### config.mk
export PLATFORM = sky130hd
export DESIGN_NAME = quad_pot_i2c_wiper_control
export DESIGN_NICKNAME = d
export VERILOG_FILES = /design/src/logic/pot_pkg.sv /design/src/logic/quad_pot_i2c_wiper_control.sv /design/src/logic/nv_store.sv /design/src/logic/tap_decode.sv
export VERILOG_INCLUDE_DIRS = /design/src /design/src/logic
export SDC_FILE = /design/constraint.sdc
export NUM_CORES = 1
export LEC_CHECK = 0
export BUFFER_PORTS_ARGS = -buffer_cell sky130_fd_sc_hd__buf_2
export CORE_MARGIN = 10
export CORE_UTILIZATION = 56
export DETAILED_ROUTE_END_ITERATION = 6
export PLACE_DENSITY = 0.86
export SYNTH_ARGS = -nofsm -noshare
export SYNTH_HDL_FRONTEND = slang
export SYNTH_SLANG_ARGS = --single-unit
### constraint.sdc
create_clock -name sys_clk_i -period 6.91 [get_ports sys_clk_i]
set_input_delay 0.3455 -clock sys_clk_i [delete_from_list [all_inputs] [get_ports sys_clk_i]]
set_output_delay 0.3455 -clock sys_clk_i [all_outputs]
set_load 0.01 [all_outputs]
### src/logic/pot_defs.svh
// Offsets, encodings, reset values and counts for the quad wiper controller.
`ifndef POT_DEFS_SVH
`define POT_DEFS_SVH

`define POT_ADDR_PREFIX   3'h2
`define POT_OP_RD_WIPER   4'h9
`define POT_OP_WR_WIPER   4'ha
`define POT_OP_RD_NV      4'hb
`define POT_OP_WR_NV      4'hc
`define POT_OP_NV_TO_WIP  4'hd
`define POT_OP_WIP_TO_NV  4'he
`define POT_BYTE_BITS     4'h8
`define POT_LAST_TX_BIT   4'h7
`define POT_LOAD_DONE     3'h4
`define POT_WIPER_RESET   6'h00
`define POT_NV_INIT       6'h20
`define POT_FIRST_SLOT    2'h0

`endif

### src/logic/pot_pkg.sv
// Types shared by the quad wiper controller files.
package pot_pkg;

	typedef enum logic [3:0] {
		ST_LOAD,
		ST_IDLE,
		ST_ADDR,
		ST_INSTR,
		ST_DATA,
		ST_ACK,
		ST_TX,
		ST_MACK,
		ST_IGNORE
	} pot_state_e;

	typedef struct packed {
		logic [3:0] op;
		logic [1:0] slot;
		logic [1:0] ch;
	} instr_s;

	typedef struct packed {
		logic       en;
		logic [3:0] addr;
		logic [5:0] data;
	} nv_wr_s;

endpackage : pot_pkg

### src/logic/quad_pot_i2c_wiper_control.sv
// Two-wire bus slave and wiper control logic for a four-channel potentiometer.
`timescale 1ns/1ps
`include "pot_defs.svh"

// Contract
// - Each of four channels keeps its own 6-bit wiper position register.
// - Each channel offers 64 taps selected by its wiper position value.
// - Each channel owns four 6-bit stored settings in non-volatile storage.
// - After reset, each channel's first stored setting is copied to its wiper.
// - Stored settings are written only by bus transactions from master; wipers also by the recall after reset.
// - Guard low refuses stored-setting writes but still allows wiper writes.
// - Guard high permits every read and write including stored programming.
// - Four address pins form the low slave address bits, bit0 least significant.
// - A transaction starts only when the sent address matches the pins.
// - The data line is only pulled low or released, never driven high.
// - All transfers are timed by the master's serial clock.
// - Instructions move data between a wiper and its own stored settings.
// - Exactly one tap per channel is selected, by the wiper position.
module quad_pot_i2c_wiper_control #(
	parameter int         CHANNELS = 4,
	parameter int         TAPS     = 64,
	parameter int         PW       = 6,
	parameter logic [5:0] NV_INIT  = `POT_NV_INIT
) (
	input  wire logic                          sys_clk_i,
	input  wire logic                          rst_i,
	input  wire logic                          scl_i,
	input  wire logic                          sda_i,
	output logic                               sda_o,
	output logic                               sda_oe_n_o,
	input  wire logic                          addr_pin_bit0_i,
	input  wire logic                          addr_pin_bit1_i,
	input  wire logic                          addr_pin_bit2_i,
	input  wire logic                          addr_pin_bit3_i,
	input  wire logic                          write_guard_n_i,
	output logic [CHANNELS-1:0][PW-1:0]        wiper_position_o,
	output logic [CHANNELS-1:0][TAPS-1:0]      tap_sel_o
);
	import pot_pkg::*;

	pot_state_e       state_q;
	pot_state_e       next_q;
	pot_state_e       nxt;
	logic             scl_q;
	logic             sda_q;
	logic             scl_rise;
	logic             scl_fall;
	logic             start_det;
	logic             stop_det;
	logic             byte_done;
	logic             accept;
	logic             drv_q;
	logic             exec_q;
	logic             exec_now;
	logic [3:0]       cnt_q;
	logic [7:0]       sh_q;
	logic [7:0]       tx_src;
	logic [2:0]       ld_q;
	logic [3:0]       my_addr;
	logic [3:0]       rd_addr;
	logic [PW-1:0]    rd_data;
	instr_s           instr_q;
	instr_s           instr_in;
	nv_wr_s           nv_wr;
	logic             wip_we;
	logic [1:0]       wip_ch;
	logic [PW-1:0]    wip_data;
	logic [PW-1:0]    wiper_q [CHANNELS];

	// Stored-setting address is channel times four plus slot.
	function automatic logic [3:0] nv_index(input logic [1:0] ch, input logic [1:0] slot);
		nv_index = {ch, slot};
	endfunction : nv_index

	assign my_addr = {addr_pin_bit3_i, addr_pin_bit2_i,
		addr_pin_bit1_i, addr_pin_bit0_i};
	assign instr_in = instr_s'(sh_q);

	// Inputs are synchronous, so one register is enough to see bus edges.
	always_ff @(posedge sys_clk_i or posedge rst_i) begin
		if (rst_i) begin
			scl_q <= 1'b1;
			sda_q <= 1'b1;
		end else begin
			scl_q <= scl_i;
			sda_q <= sda_i;
		end
	end

	always_comb begin
		scl_rise  = scl_i & ~scl_q;
		scl_fall  = ~scl_i & scl_q;
		start_det = scl_i & scl_q & sda_q & ~sda_i;
		stop_det  = scl_i & scl_q & ~sda_q & sda_i;
		byte_done = scl_fall && (cnt_q == `POT_BYTE_BITS);
		exec_now  = (state_q == ST_ACK) && scl_fall && exec_q;
	end

	// Decide the acknowledge and the follow-on phase of each received byte.
	always_comb begin
		accept = 1'b0;
		nxt    = ST_IGNORE;
		case (state_q)
			ST_ADDR: begin
				accept = (sh_q[7:1] == {`POT_ADDR_PREFIX, my_addr}) && !sh_q[0];
				nxt    = ST_INSTR;
			end
			ST_INSTR: begin
				case (instr_in.op)
					`POT_OP_RD_WIPER, `POT_OP_RD_NV: begin
						accept = 1'b1;
						nxt    = ST_TX;
					end
					`POT_OP_WR_WIPER, `POT_OP_WR_NV: begin
						accept = 1'b1;
						nxt    = ST_DATA;
					end
					`POT_OP_NV_TO_WIP: begin
						accept = 1'b1;
					end
					`POT_OP_WIP_TO_NV: begin
						accept = write_guard_n_i;
					end
					default: begin
						accept = 1'b0;
					end
				endcase
			end
			ST_DATA: begin
				accept = (instr_q.op == `POT_OP_WR_WIPER) || write_guard_n_i;
			end
			default: begin
				accept = 1'b0;
			end
		endcase
	end

	assign tx_src = {2'h0, (instr_q.op == `POT_OP_RD_WIPER) ? wiper_q[instr_q.ch] : rd_data};

	// Bus protocol sequencer.
	always_ff @(posedge sys_clk_i or posedge rst_i) begin
		if (rst_i) begin
			state_q <= ST_LOAD;
			next_q  <= ST_IGNORE;
			cnt_q   <= 4'h0;
			sh_q    <= 8'h00;
			drv_q   <= 1'b0;
			exec_q  <= 1'b0;
			instr_q <= '0;
		end else if (state_q == ST_LOAD) begin
			if (ld_q == `POT_LOAD_DONE) begin
				state_q <= ST_IDLE;
			end
		end else if (start_det) begin
			state_q <= ST_ADDR;
			cnt_q   <= 4'h0;
			drv_q   <= 1'b0;
			exec_q  <= 1'b0;
		end else if (stop_det) begin
			state_q <= ST_IDLE;
			drv_q   <= 1'b0;
			exec_q  <= 1'b0;
		end else begin
			case (state_q)
				ST_ADDR, ST_INSTR, ST_DATA: begin
					if (scl_rise) begin
						sh_q  <= {sh_q[6:0], sda_i};
						cnt_q <= cnt_q + 4'h1;
					end
					if (byte_done) begin
						cnt_q   <= 4'h0;
						state_q <= ST_ACK;
						drv_q   <= accept;
						next_q  <= accept ? nxt : ST_IGNORE;
						if (state_q == ST_INSTR) begin
							instr_q <= instr_in;
							exec_q  <= accept && (nxt == ST_IGNORE);
						end
					end
				end
				ST_ACK: begin
					if (scl_fall) begin
						state_q <= next_q;
						exec_q  <= 1'b0;
						drv_q   <= (next_q == ST_TX) ? ~tx_src[7] : 1'b0;
						if (next_q == ST_TX) begin
							sh_q <= tx_src;
						end
					end
				end
				ST_TX: begin
					if (scl_fall) begin
						if (cnt_q == `POT_LAST_TX_BIT) begin
							state_q <= ST_MACK;
							drv_q   <= 1'b0;
							cnt_q   <= 4'h0;
						end else begin
							sh_q  <= {sh_q[6:0], 1'b0};
							drv_q <= ~sh_q[6];
							cnt_q <= cnt_q + 4'h1;
						end
					end
				end
				ST_MACK: begin
					if (scl_rise) begin
						// A master acknowledge asks for the same setting again.
						state_q <= sda_i ? ST_IGNORE : ST_ACK;
						next_q  <= ST_TX;
					end
				end
				ST_IDLE, ST_IGNORE: begin
					drv_q <= 1'b0;
				end
				default: begin
					state_q <= ST_IDLE;
					drv_q   <= 1'b0;
				end
			endcase
		end
	end

	// Open drain: the pad value is always low, only the enable moves.
	assign sda_o      = 1'b0;
	assign sda_oe_n_o = ~drv_q;

	// Power-up recall walks the four channels one per cycle.
	always_ff @(posedge sys_clk_i or posedge rst_i) begin
		if (rst_i) begin
			ld_q <= 3'h0;
		end else if (state_q == ST_LOAD && ld_q != `POT_LOAD_DONE) begin
			ld_q <= ld_q + 3'h1;
		end
	end

	always_comb begin
		if (state_q == ST_LOAD) begin
			rd_addr = nv_index(ld_q[1:0], `POT_FIRST_SLOT);
		end else begin
			rd_addr = nv_index(instr_q.ch, instr_q.slot);
		end
	end

	// Wiper writers: recall, bus write, and stored-to-wiper transfer.
	always_comb begin
		wip_we   = 1'b0;
		wip_ch   = instr_q.ch;
		wip_data = sh_q[PW-1:0];
		if (state_q == ST_LOAD && ld_q != 3'h0) begin
			wip_we   = 1'b1;
			wip_ch   = 2'(ld_q - 3'h1);
			wip_data = rd_data;
		end else if (state_q == ST_DATA && byte_done && !start_det && !stop_det
				&& instr_q.op == `POT_OP_WR_WIPER) begin
			wip_we = 1'b1;
		end else if (exec_now && instr_q.op == `POT_OP_NV_TO_WIP) begin
			wip_we   = 1'b1;
			wip_data = rd_data;
		end
	end

	// Stored-setting writers, both gated by the write guard.
	always_comb begin
		nv_wr.en   = 1'b0;
		nv_wr.addr = nv_index(instr_q.ch, instr_q.slot);
		nv_wr.data = sh_q[PW-1:0];
		if (state_q == ST_DATA && byte_done && !start_det && !stop_det
				&& instr_q.op == `POT_OP_WR_NV) begin
			nv_wr.en = write_guard_n_i;
		end else if (exec_now && instr_q.op == `POT_OP_WIP_TO_NV) begin
			nv_wr.en   = write_guard_n_i;
			nv_wr.data = wiper_q[instr_q.ch];
		end
	end

	always_ff @(posedge sys_clk_i or posedge rst_i) begin
		if (rst_i) begin
			for (int i = 0; i < CHANNELS; i++) begin
				wiper_q[i] <= `POT_WIPER_RESET;
			end
		end else if (wip_we) begin
			wiper_q[wip_ch] <= wip_data;
		end
	end

	nv_store #(
		.WIDTH (PW),
		.DEPTH (CHANNELS * 4),
		.AW    (4),
		.INIT  (NV_INIT)
	) u_nv (
		.sys_clk_i (sys_clk_i),
		.rst_i     (rst_i),
		.wr_i      (nv_wr),
		.rd_addr_i (rd_addr),
		.rd_data_o (rd_data)
	);

	genvar g;
	generate
		for (g = 0; g < CHANNELS; g++) begin : g_chan
			assign wiper_position_o[g] = wiper_q[g];
			tap_decode #(
				.TAPS (TAPS),
				.PW   (PW)
			) u_tap (
				.pos_i     (wiper_q[g]),
				.tap_sel_o (tap_sel_o[g])
			);
		end
	endgenerate

endmodule : quad_pot_i2c_wiper_control

### src/logic/nv_store.sv
// Small memory holding the stored wiper settings, registered read data.
`timescale 1ns/1ps
`include "pot_defs.svh"

module nv_store #(
	parameter int         WIDTH = 6,
	parameter int         DEPTH = 16,
	parameter int         AW    = 4,
	parameter logic [5:0] INIT  = `POT_NV_INIT
) (
	input  wire logic              sys_clk_i,
	input  wire logic              rst_i,
	input  wire pot_pkg::nv_wr_s   wr_i,
	input  wire logic [AW-1:0]     rd_addr_i,
	output logic      [WIDTH-1:0]  rd_data_o
);
	import pot_pkg::*;

	// The array has no reset because its contents must survive a reset.
	logic [WIDTH-1:0] mem_q [DEPTH] = '{default: WIDTH'(INIT)};

	always_ff @(posedge sys_clk_i) begin
		if (wr_i.en) begin
			mem_q[wr_i.addr[AW-1:0]] <= wr_i.data[WIDTH-1:0];
		end
	end

	always_ff @(posedge sys_clk_i or posedge rst_i) begin
		if (rst_i) begin
			rd_data_o <= '0;
		end else begin
			rd_data_o <= mem_q[rd_addr_i];
		end
	end

endmodule : nv_store

### src/logic/tap_decode.sv
// One-hot tap select decoder for one potentiometer channel.
`timescale 1ns/1ps

module tap_decode #(
	parameter int TAPS = 64,
	parameter int PW   = 6
) (
	input  wire logic [PW-1:0]   pos_i,
	output logic      [TAPS-1:0] tap_sel_o
);

	always_comb begin
		tap_sel_o = '0;
		tap_sel_o[pos_i] = 1'b1;
	end

endmodule : tap_decode

-- Word-level counts from Yosys, hierarchy flattened
Memory sizes are Yosys's and may differ from the RTL's. A register that Yosys moved wholly into a read port is not among the register bits.
Index checks and enable logic that the tools add are counted.
- register bits after elaboration: 59
- memory bits (writable): 96
- bits of input ports: 9
- output and inout port bits: 282
- memories: 1
- memory list (name ; words ; width ; rd ports ; clocked after memory_dff ; wr ports ; line ; RTL):
    u_nv.mem_q ; 16 ; 6 ; 1 ; 1 ; 1 ; nv_store.sv:20 ; logic [WIDTH-1:0] mem_q [DEPTH] = '{default: WIDTH'(INIT)};
- add/subtract/negate cells: 3
- $lt $le $gt $ge: 11
- equal/unequal tests: 48
- mux-type cells: 75
- bitwise logic cells: 18
- reductions and logical operators: 41
- operators with widths (kind ; number):
    4-bit two-way mux ; 20
    4-bit == test (second input constant) ; 14
    6-bit two-way mux ; 9
    8-bit two-way mux ; 5
    4-bit case mux with 2 select lines ; 4
    6-bit by 7-bit less-than comparator with 1-bit output (second input constant) ; 4
    24-bit bitwise mux ; 1
    1-bit demux with 6-bit select ; 4
    4-bit by 3-bit == test with 1-bit output (second input constant) ; 6
    6-bit by 1-bit >= comparator with 1-bit output (second input constant) ; 4
    4-bit != test (second input constant) ; 6
    8-bit case mux with 3 select lines ; 1
    1-bit two-way mux ; 23
    5-bit != test (second input constant) ; 4
    4-bit case mux with 5 select lines ; 1
    1-bit logical AND ; 19
    2-bit != test (second input constant) ; 8
    5-bit AND reduction ; 3
    6-bit binary-select mux with 2-bit select ; 1
    6-bit demux with 2-bit select ; 1
    6-bit AND reduction ; 2
    3-bit != test (second input constant) ; 3
    1-bit inverter ; 9
    9-bit AND reduction ; 1
    other kinds (27) ; 43

-- Logic depth before layout (Yosys ltp)
Gate-level depths: netlist of the first run.
- depth in word-level cells: 11
- depth in mapped cells: 9

-- By module
A second synthesis of the first run with hierarchy kept.
- cells, all modules: 889
- area total of the unflattened synthesis: 9427.8 um^2
- by module, submodules not included (module ; instances ; cells an instance ; area an instance (um^2)):
    nv_store ; 1 ; 179 ; 3928.8
    quad_pot_i2c_wiper_control ; 1 ; 330 ; 3648.5
    tap_decode at g_chan[0].u_tap ... ; 3 ; 95 ; 461.7
    tap_decode at g_chan[3].u_tap ; 1 ; 95 ; 465.4

-- Least setup slack after synthesis of the first run
No wires, ideal clock.
- kind: register -> register
- start point: register scl_q
- end point: memory u_nv.mem_q[4][0], enable pin
- setup time: 0.377 ns
- data arrival time: 2.314 ns
- required time: 6.533 ns
- path slack: 4.219 ns
- cell stages (with the launch flop): 8
- path buffers: 1
- clock period less this slack: 2.691 ns
- cells stage by stage: dfstp_2 nor2b_1 buf_2 nand2_1 nor4b_4 o21ai_1 or3_1 nor3_1
- word-level cells in the longest chain between the ends: 10
- elaborated cells between the ends (all ways): 20
- classes of those cells: mux (4); bitwise (6); reduce/logical (10)
- RTL lines (what ; line ; RTL):
    from (decl) ; quad_pot_i2c_wiper_control.sv:44 ; logic scl_q;
    from (signal assigned) ; quad_pot_i2c_wiper_control.sv:85 ; scl_q <= scl_i;
    1-bit AND ; quad_pot_i2c_wiper_control.sv:93, quad_pot_i2c_wiper_control.sv:94 ;
    1-bit AND (2 in a row) ; quad_pot_i2c_wiper_control.sv:93 ; start_det = scl_i & scl_q & sda_q & ~sda_i;
    1-bit zero test ; quad_pot_i2c_wiper_control.sv:266 ; if (state_q == ST_DATA && byte_done && !start_det && !stop_det
    1-bit logical AND (2 in a row) ; quad_pot_i2c_wiper_control.sv:266 ;
    1-bit logical AND (no line) ; n/a ;
    1-bit two-way mux (*) ; quad_pot_i2c_wiper_control.sv:266 ;
    1-bit two-way mux (*) ; nv_store.sv:23 ; if (wr_i.en) begin
    1-bit two-way mux (implied by the code) (*) ; nv_store.sv:24 ; mem_q[wr_i.addr[AW-1:0]] <= wr_i.data[WIDTH-1:0];
    to (decl) ; nv_store.sv:20 ;
Every way passes the cells marked *; elsewhere a longest branch is shown, timed or not.

-- Final worst setup path of the first run
- start point: register scl_q
- end point: memory u_nv.mem_q[0][4], enable pin
Same word-level chain as after synthesis.

==> summary.md, run 1 <==
| Metric | Value |
|---|---|
| CTS tree | built |
| FP Rows | 47 |
| Synth top area share | 0.310 |
| Clock-pin slew on the worst setup and hold paths | roughly 0.07 ns |
| Crit Path Max Fanout | 10 |
| Resize count post-CTS | 0 |
| Worst-path cell chain | nor2b_1, nand2_1, nor4b_4, o21ai_1, or3_1, nor3_1 |
| Worst rel slew slack | 0.440 |
| Final Hold Vio Count | 0 |
| Antenna viol nets, final | 0 |
| Total core area | 0.0165 mm2 |
| Area after DPL | 0.0107 mm2 |
| Fraction of registers with async set or reset after synthesis | 0.404 |
| Worst Setup SP | scl_q |
| Worst Hold Class | input pin to flop |
| CP startpoint kind | flop |
| Pin count of the biggest net entering global routing | 66 |
| VDD IR-drop max | 0.288 mV |
| PD cells | between 400 and 500 mW/mm2 |
| CP Class | flop to flop |
| Initial antenna violation count | 0 |
| # hold bufs at CTS | 0 |
| Post-synth EDFFs | between 90 and 100 |
| Root buffer cell | clkbuf_16 |
| Status | finished, final reports clean |
| Worst Setup End Kind | flop |
| Post-route setup slack | 3.29 ns |
| Area of the die | 0.0222 mm2 |
| Non-Filler Instances | 1,455 |
| Clock skew | ~0.0075 ns |
| Synthesized Nets | 1,003 |
| Area Growth Syn to Fin | 21.8% |
| Postcts setup bufs | 0 |
| # fillers | between 1,000 and 1,500 |
| Final HPWL DP | 22.6 mm |
| Share of cells above drive strength 1 | 0.333 |
| Main synth FF type | edfxtp_1 |
| Worst min-delay path startpoint | scl_i |
| Setup violators final | 0 |
| Setup_tns | 0 ns |
| Post-Syn Area per Cell | ~9.4 um2 |
| Slowest library cell on the worst path | nor3_1 |
| Place WS | 3.40 ns |
| Initial Util | 0.565 |
| DRT Wirelength | 30.4 mm |
| CTS sink count | 161 |
| Worst path max stage delay | 0.67 ns |
| Max Buffers Root-to-Sink | 2 |
| Period utilisation layout | 0.524 |
| Post-layout util | 0.689 |
| Clock Latency Late Sink | roughly 0.44 ns |
| Post-layout instance area | 0.0113 mm2 |
| Top cells by area, synth | edfxtp_1 (31%), dfrtp_1 (17%), nor2_1 (13%) |
| Grt ovf | 0 |
| Unrepaired setup endpoints after global routing | no |
| WP data arrival | approximately 3.7 ns |
| First-pass GRT wire length | 45.8 mm |
| PortBufs | 289 |
| H-tree levels | 4 |
| Critical Path RT | 6.97 ns |
| P_leak | 5.11 nW |
| Most common cell in the netlist | nor2_1 |
| Clock period minus worst slack | 3.62 ns |
| Fin. max-slew vios | 0 |
| Register bit total from synthesis | ~160 |
| Yosys top cell by area | edfxtp_1 |
| 1st-pass router iterations | 5 |
| Vias in the first global route | 7,810 |
| I/O Pins | 291 |
| DRT iter0 DRCs | ~1,100 |
| Final GP Congestion | between 0.9 and 1 |
| Pwr Total | 4.63 mW |
| Cell variety after synth | 70 |
| Sequential element share of the synthesized area | 0.485 |
| F_max | 276 MHz |
| Syn Inst Count | 990 |
| Cells after DPL | 1,423 |
| Register Area | 0.00451 mm2 |
| Cell area after synthesis | 0.00931 mm2 |
| YS warnings | 0 |
| Wirelength per Cell | 20.9 um |
| Die Wd | 149 um |
| Worst Max-Slew Pin Slew | around 0.83 ns |
| Area taken by multi-input logic gates | 0.00438 mm2 |
| Vias per inst | 5.88 |
| Die Y | around 150 um |
| Inserted Clock Buffers | 17 |
| Tot GR Track Use | 0.261 |
| Layout Nets | 1,235 |
| Reg2reg start | scl_q |
| # DRC | 0 |
| Max-cap violations | 0 |
| Hold slack final | 0.0500 ns |
| Via count | between 8,000 and 9,000 |
| List of most frequent post-synthesis cells | nor2_1 (330), edfxtp_1 (96), clkbuf_1 (62), dfrtp_1 (62), nand2_1 (52) |
[critical path: cells and delay by family, from the launching register on]
family / cells / cell delay (ns)
compound gates: 1 / 0.18
flops: 1 / 0.57
simple gates: 5 / 2.51
[layout by cell type, fill, tap and decap left out, types with 13 or more instances in the layout]
| cell | n |
|---|---|
| inv_1 | 16 |
| mux2i_1 | 25 |
| nand3b_1 | 26 |
| a21oi_1 | 21 |
| buf_2 | 289 |
| o21ai_0 | 32 |
| dfrtp_1 | 62 |
| nand2_1 | 52 |
| clkbuf_16 | 17 |
| mux2_2 | 41 |
| mux2_1 | 13 |
| nor3_1 | 16 |
| edfxtp_1 | 96 |
| or3b_2 | 15 |
| nor2_1 | 330 |
| nand3_1 | 16 |
[registers in the layout (all words and copies together) (netlist names)]
name and cells:
cnt_q 4, drv_q 1, exec_q 1, instr_in 8, instr_q 8, ld_q 3
next_q 4, scl_q 1, sda_q 1, state_q 4, u_nv.mem_q 96, u_nv.rd_data_o 6
wiper_position_o 24
[power breakdown]
group	internal, mW	leakage [nW]	switching (mW)
Clock	0.610	0.305	0.392
Sequential	1.24	1.70	0.329
Combinational	0.773	3.11	1.29
Total	2.62	5.11	2.01
[kinds of logic after synthesis]
| kind of cell | share of synthesized area |
|---|---|
| other | 0.000403 |
| AO/OA/AOI/OAI | 0.0860 |
| flip-flops | 0.485 |
| buffers and inverters | 0.0448 |
| adder cells (fa/ha/maj) | 0.00538 |
| multiplexers | 0.118 |
| XOR/XNOR | 0.00565 |
| AND/OR/NAND/NOR | 0.255 |
[routing by layer]
layer	up-vias	wire length, um	track usage
met5	-	0	0
met4	0	788	0.0859
met3	74	2920	0.0704
met2	480	15600	0.453
met1	4092	11100	0.305
li1	3909	-	-
[cell type report]
class	count	area share
Timing Repair Buffer	293	0.130
Antenna cell	1	0.000221
Clock inverter	14	0.0182
Sequential cell	161	0.398
Tap cell	220	0.0243
Clock buffer	17	0.0375
Multi-Input combinational cell	732	0.386
Inverter	17	0.00563
[worst paths after layout]
check | to | cells after the start | slack [ns]
max | u_nv.mem_q[0][4] | 6 | 3.29
min | scl_q | 1 | 0.05
max reg2reg | u_nv.mem_q[0][4] | 6 | 3.29
min reg2reg | drv_q | 2 | 0.49
max in group asynchronous | ld_q[2] | 3 | 6.22
min in group asynchronous | wiper_position_o[16] | 3 | 0.15
No activity file was read; power rests on OpenSTA's default activity.
==> run 2, diff against run 1 <==
--- a/config.mk
+++ b/config.mk
@@ -6,11 +6,12 @@
 export SDC_FILE = /design/constraint.sdc
 export NUM_CORES = 1
 export LEC_CHECK = 0
+export ABC_AREA = 1
 export BUFFER_PORTS_ARGS = -buffer_cell sky130_fd_sc_hd__buf_2
 export CORE_MARGIN = 10
-export CORE_UTILIZATION = 56
+export CORE_UTILIZATION = 48
 export DETAILED_ROUTE_END_ITERATION = 6
-export PLACE_DENSITY = 0.86
+export PLACE_DENSITY = 0.78
 export SYNTH_ARGS = -nofsm -noshare
 export SYNTH_HDL_FRONTEND = slang
 export SYNTH_SLANG_ARGS = --single-unit
==> constraint.sdc (replaced) <==
create_clock -name sys_clk_i -period 3.2 [get_ports sys_clk_i]
set_input_delay 0.16 -clock sys_clk_i [delete_from_list [all_inputs] [get_ports sys_clk_i]]
set_output_delay 0.16 -clock sys_clk_i [all_outputs]
set_load 0.01 [all_outputs]
==> run 2 against run 1 <==
  * Critical path type unchanged
  * Final area rose by 6.7%
  * Count of clock-buffer cells in the layout did not move
  * Sequential share of layout area fell by 2.5 points
  * Register-to-register slack got worse by 2.5 ns
  * Cell count rose by 30%
  * Highest routed layer unchanged
  * Synthesized cell count rose by 33%
  * Clock power rose by 100%
  * First-iteration DRC count rose by 26%
  * Clock skew rose by 0.0045 ns
  * Via count rose by 20%
  * Total power rose by 73%
  * Die area rose by 19%
==> summary.md, run 2 <==
| Metric | Value |
|---|---|
| Area of the die | 0.0265 mm2 |
| Die Wd | 163 um |
| Total core area | 0.0202 mm2 |
| YS warnings | 0 |
| Post-layout instance area | around 0.012 mm2 |
| CP top delay family | simple AND/OR/NAND/NOR gates |
| Clock skew | between 0.01 and 0.015 ns |
| Status | finished, final reports clean |
| Register bit total from synthesis | roughly 160 |
| Post-synth EDFFs | 96 |
| I/O Pins | between 200 and 300 |
| Fraction of registers with async set or reset after synthesis | 0.404 |
| Grt peak-use layer | met2 |
| F_max | 412 MHz |
| Grt ovf | 0 |
| Post-Syn Area per Cell | 7.43 um2 |
| CP Class | flop to flop |
| Clock period minus worst slack | 2.43 ns |
| WP data arrival | 2.51 ns |
| Met1 usage | 0.290 |
| FP Rows | 52 |
| Layout Nets | 1,622 |
| Synth top area share | 0.295 |
| Worst-path cell chain | inv_1, ha_1, nand2_1, inv_1, nand3_2, o31ai_4, nand3_1, nor2_1 |
| # DRC | 0 |
| Clock-pin slew on the worst setup and hold paths | ~0.070 ns |
| Share of cells above drive strength 1 | 0.240 |
| VDD IR-drop max | 0.462 mV |
| Clock Latency Late Sink | ~0.44 ns |
| Commonest non-fill, non-tap cell in the layout | nor2_1 |
| Commonest cells after routing, fill and taps aside | nor2_1 (328), nand2_1 (311), buf_2 (289), nand3_1 (181), inv_1 (122) |
| CP most frequent cell | inv_1 |
| Resize count post-CTS | 0 |
| Main synth FF type | edfxtp_1 |
| Worst path max stage delay | 0.47 ns |
| CP startpoint kind | flop |
| Postcts setup bufs | 0 |
| Cell count along the critical path | 8 |
| Yosys top cell by area | edfxtp_1 |
| Antenna viol nets, final | 0 |
| Post-layout util | 0.600 |
| Cells after DPL | 1,857 |
| Non-Filler Instances | 1,892 |
| Inserted Diodes | 0 |
| Cell variety after synth | 40 |
| Slowest library cell on the worst path | nor2_1 |
| Critical Path RT | 3.28 ns |
| Final Hold Vio Count | 0 |
| Top cells by area, synth | edfxtp_1 (29%), dfrtp_1 (16%), nor2_1 (13%) |
| First-pass GRT wire length | approximately 53 mm |
| Crit path buf inv count | 2 |
| Cell area after synthesis | 0.00979 mm2 |
| PortBufs | 289 |
| PD cells | about 660 mW/mm2 |
| Syn Inst Count | 1,318 |
| Vias per inst | approximately 5.4 |
| Worst Setup End Kind | flop |
| List of most frequent post-synthesis cells | nor2_1 (328), nand2_1 (311), nand3_1 (181) |
| Period utilisation layout | 0.759 |
| Initial antenna violation count | 0 |
| Tot GR Track Use | 0.253 |
| Area Growth Syn to Fin | 23.6% |
| R2R cell count | 8 |
| Unrepaired setup endpoints after global routing | no |
| 1st-pass router iterations | 6 |
| Worst Max-Slew Pin Slew | 0.938 ns |
| # hold bufs at CTS | 3 |
| Via count | 10,300 |
| DRT iter0 DRCs | 1,381 |
| H-tree levels | 4 |
| Area after DPL | 0.0115 mm2 |
| Largest register FFs | between 90 and 100 |
| Max Buffers Root-to-Sink | 2 |
| CTS tree | built |
| Worst rel slew slack | 0.374 |
| # fillers | 1,797 |
| Crit Path Max Fanout | 6 |
| Setup violators final | 0 |
| Vias in the first global route | between 9,000 and 10,000 |
| Inserted Clock Buffers | 17 |
| DRT Wirelength | 35.4 mm |
| Die Y | roughly 160 um |
| Pwr Total | 8.04 mW |
| Pin count of the biggest net entering global routing | 63 |
| Fin. max-slew vios | 0 |
| P_leak | 5.98 nW |
| Most common cell in the netlist | nor2_1 |
| Setup_tns | 0 ns |
| Synthesized Nets | 1,331 |
| Worst Hold Class | input pin to flop |
| Hold Path Depth | 7 |
| Grt met2 use | 0.436 |
| CTS sink count | 161 |
| Max-cap violations | 0 |
| Root buffer cell | clkbuf_16 |
| Sequential element share of the synthesized area | 0.461 |
| Wirelength per Cell | 18.7 um |
| Final HPWL DP | 26.7 mm |
| Initial Util | 0.485 |
| Final GP Congestion | 0.965 |
| Grt met3 use | 0.0546 |
[run 2: area by class of cell]
type	instances	area, um2	share of cell area
Clock buffer	17	425	0.0352
Clock inverter	15	170	0.0141
Inverter	133	502	0.0415
Multi-Input combinational cell	991	4580	0.378
Sequential cell	161	4510	0.373
Tap cell	270	338	0.0279
Timing Repair Buffer	305	1570	0.130
[run 2: report_power, final]
| group | internal (mW) | switching, mW | total [mW] |
|---|---|---|---|
| registers | 2.50 | 0.416 | 2.91 |
| clock network | 1.11 | 0.920 | 2.03 |
| logic | 0.829 | 2.26 | 3.09 |
[run 2: path summary, 6_finish.rpt]
| path | from | to | slack [ns] |
|---|---|---|---|
| min in group asynchronous | rst_i | instr_in[6] | 0.50 |
| min | addr_pin_bit2_i | next_q[0] | 0.27 |
| max reg2reg | cnt_q[0] | u_nv.mem_q[5][3] | 0.77 |
| max | cnt_q[0] | u_nv.mem_q[5][3] | 0.77 |
| min reg2reg | drv_q | drv_q | 0.49 |
| max in group asynchronous | rst_i | instr_q[3] | 1.85 |
[run 2: tightest hold or removal path, cell delays in order]
cell and delay [ns]:
buf_2 0.09, xnor2_1 0.06, nand2_1 0.05, nor2_1 0.04
nand2_1 0.10, nand2_2 0.08, o21a_1 0.10
[run 2: layer usage]
layer	vias to the layer above	wire (um)	share of wire
met4	0	1430	0.040
met1	4742	13200	0.37
li1	4844	-	-
met3	96	3140	0.089
met2	586	17600	0.50
met5	-	0	0
[run 2: cell families after synthesis]
kind of cell	count (synthesis)	synth area share
AO/OA/AOI/OAI	65	0.0403
adder cells (fa/ha/maj)	4	0.00511
flip-flops	161	0.461
AND/OR/NAND/NOR	916	0.417
other	1	0.000383
XOR/XNOR	5	0.00447
buffers and inverters	166	0.0715
[run 2: stage by stage]
| step | setup WS [ns] | hold slack, ns |
|---|---|---|
| after floorplan | 1.14 | 0.164 |
| after global placement | 0.943 | 0.327 |
| after detailed placement | 0.873 | 0.328 |
| after CTS | 0.806 | 0.272 |
| after global routing | 0.641 | 0.347 |
| final | 0.770 | 0.271 |
==> run 3, diff against run 2 <==
==> constraint.sdc (replaced) <==
create_clock -name sys_clk_i -period 2.2 [get_ports sys_clk_i]
set_input_delay 0.11 -clock sys_clk_i [delete_from_list [all_inputs] [get_ports sys_clk_i]]
set_output_delay 0.11 -clock sys_clk_i [all_outputs]
set_load 0.01 [all_outputs]
==> run 3 against run 2 <==
  * First-iteration DRC count rose by 12%
  * Largest power group unchanged
  * Non-clock buffer count rose by 32
  * Core utilization rose by 1.3 points
  * Global-route usage fell by 0.41 points
  * Hold slack got worse by 0.062 ns
  * Clock power rose by 43%
  * Critical path depth rose by 2
==> summary.md, run 3 (synthesis results as in run 2) <==
| Metric | Value |
|---|---|
| Status | finished, final reports clean |
| Worst Setup End Kind | flop |
| Vias per inst | between 5 and 6 |
| Psw | roughly 5.3 mW |
| Power share of the clock group | 0.248 |
| Clock-pin slew on the worst setup and hold paths | 0.08 ns |
| Area Growth Syn to Fin | 26.2% |
| CTS sink count | between 150 and 200 |
| Hold Path Depth | 7 |
| DRT iter0 DRCs | 1,545 |
| Worst-path cell chain | inv_2, nor2_4, nand2_1, nor2_1, nand3_1, o31ai_4, buf_4, nand3_1, nor2_1, buf_4 |
| CP Class | flop to flop |
| Hold Crit Endpoint | next_q[0] |
| Slowest library cell on the worst path | dfstp_2 |
| Cell Int Power | 6.43 mW |
| Die Y | 163 um |
| Worst Hold Class | input pin to flop |
| # DRC | 0 |
| Combinational power share | 0.391 |
| F_max | 480 MHz |
| Initial Util | 0.485 |
| 1st-pass router iterations | 6 |
| Die Wd | 163 um |
| CTS tree | built |
| Reg2reg start | scl_q |
| Final Hold Vio Count | 0 |
| Inserted Diodes | 0 |
| Reg-to-Reg End | u_nv.mem_q[1][1] |
| First-pass GRT wire length | 52.4 mm |
| Sequential share of power | 0.361 |
| VDD IR-drop max | about 0.65 mV |
| Inserted Clock Buffers | 17 |
| Clock Latency Late Sink | between 0.4 and 0.5 ns |
| Commonest cells after routing, fill and taps aside | nor2_1 (328), nand2_1 (311), buf_2 (289), nand3_1 (181), inv_1 (122) |
| Tot GR Track Use | 0.249 |
| Pin count of the biggest net entering global routing | 49 |
| Unrepaired setup endpoints after global routing | no |
| Critical Path RT | approximately 2.4 ns |
| Layout Nets | roughly 1,700 |
| Area of the die | 0.0265 mm2 |
| WP data arrival | 2.24 ns |
| Initial antenna violation count | 0 |
| I/O Pins | 291 |
| Period utilisation layout | 0.948 |
| DRT Wirelength | between 30 and 40 mm |
| Final GP Congestion | 0.924 |
| Vias in the first global route | between 9,000 and 10,000 |
| PD cells | 950 mW/mm2 |
| Antenna viol nets, final | 0 |
| Place WS | 0.136 ns |
| Commonest non-fill, non-tap cell in the layout | nor2_1 |
| Worst Max-Slew Pin Slew | 0.792 ns |
| H-tree levels | 4 |
| Worst min-delay path startpoint | addr_pin_bit2_i |
| Clock skew | 0.0112 ns |
| Final HPWL DP | 26.6 mm |
| Clock period minus worst slack | between 2 and 2.5 ns |
| Root buffer cell | clkbuf_16 |
| CP top delay family | simple AND/OR/NAND/NOR gates |
| Worst path max stage delay | about 0.55 ns |
| P_leak | about 6.2 nW |
| Largest register FFs | 96 |
| Setup violators final | 0 |
| R2R cell count | 10 |
| Via count | 10,500 |
| FP Rows | 52 |
| Max Buffers Root-to-Sink | 2 |
| Setup_tns | 0 ns |
| Crit Path Max Fanout | 6 |
| PortBufs | 289 |
| CP startpoint kind | flop |
| Total core area | 0.0202 mm2 |
| Worst rel slew slack | 0.472 |
| Grt ovf | 0 |
| Worst R2R Setup Slack | 0.12 ns |
| Wirelength per Cell | 18.3 um |
| Crit path buf inv count | 3 |
| Max-cap violations | 0 |
| Post-route setup slack | 0.115 ns |
| Net Sw Frac | 0.453 |
| Share of cells above drive strength 1 | 0.257 |
| Fin. max-slew vios | 0 |
[run 3: power groups by stage]
| stage | logic, mW | registers (mW) | clock network (mW) |
|---|---|---|---|
| global route | 5.01 | 4.29 | 3.06 |
| floorplan | 2.96 | 4.14 | 0 |
| detailed placement | 4.48 | 4.27 | 0 |
| finish | 4.59 | 4.24 | 2.91 |
| CTS | 4.51 | 4.22 | 2.93 |
| global placement | 4.43 | 4.26 | 0 |
[run 3: worst max-delay path by stage]
stage,from,end,slack (ns),cells after the start
after floorplan,state_q[3],u_nv.mem_q[0][0],0.14,8
after global placement,scl_q,u_nv.mem_q[3][5],0.21,10
after detailed placement,scl_q,u_nv.mem_q[1][2],0.14,10
after CTS,scl_q,u_nv.mem_q[1][2],0.12,10
after global routing,state_q[3],u_nv.mem_q[0][1],0.009,10
final,scl_q,u_nv.mem_q[1][1],0.12,10
[run 3: worst reg2reg max path, cell delays in order (launching register included)]
cell	delay, ns
dfstp_2	0.55
inv_2	0.04
nor2_4	0.13
nand2_1	0.07
nor2_1	0.13
nand3_1	0.13
o31ai_4	0.07
buf_4	0.17
nand3_1	0.17
nor2_1	0.16
buf_4	0.17
[run 3: final cells by class]
class | instances | area (um2)
Timing Repair Buffer | 337 | 1840
Multi-Input combinational cell | 991 | 4580
Tap cell | 270 | 338
Clock buffer | 17 | 425
Inverter | 133 | 502
Sequential cell | 161 | 4510
Fill cell | 1729 | 7810
Clock inverter | 15 | 158
[run 3: stage by stage]
stage | cells | util | area, um2 | power (mW) | hold slack, ns
floorplan | 1318 | - | 9790 | 7.09 | 0.114
global placement | 1888 | 0.582 | 11700 | 8.70 | 0.255
detailed placement | 1888 | 0.582 | 11700 | 8.76 | 0.249
CTS | 1923 | 0.612 | 12300 | 11.7 | 0.214
global route | 1924 | 0.613 | 12400 | 12.4 | 0.282
finish | 1924 | 0.613 | 12400 | 11.7 | 0.209
[run 3: layer usage]
metal  routed length (um)  vias up  part of all wire  GRT usage
met5                    0        -                 0          0
met4                 1170        0             0.033      0.107
met3                 3250      103             0.092     0.0452
met2                17500      611              0.50      0.432
met1                13300     4829              0.38      0.294
li1                     -     4918                 -          -
[run 3: repair_timing]
item / 4_1_cts / 5_1_grt
hold buffers: 3 / 0
setup buffers: 0 / 0
setup endpoints to repair: 0 / 91
hold endpoints to repair: 26 / 0
gates resized for setup: 0 / 7
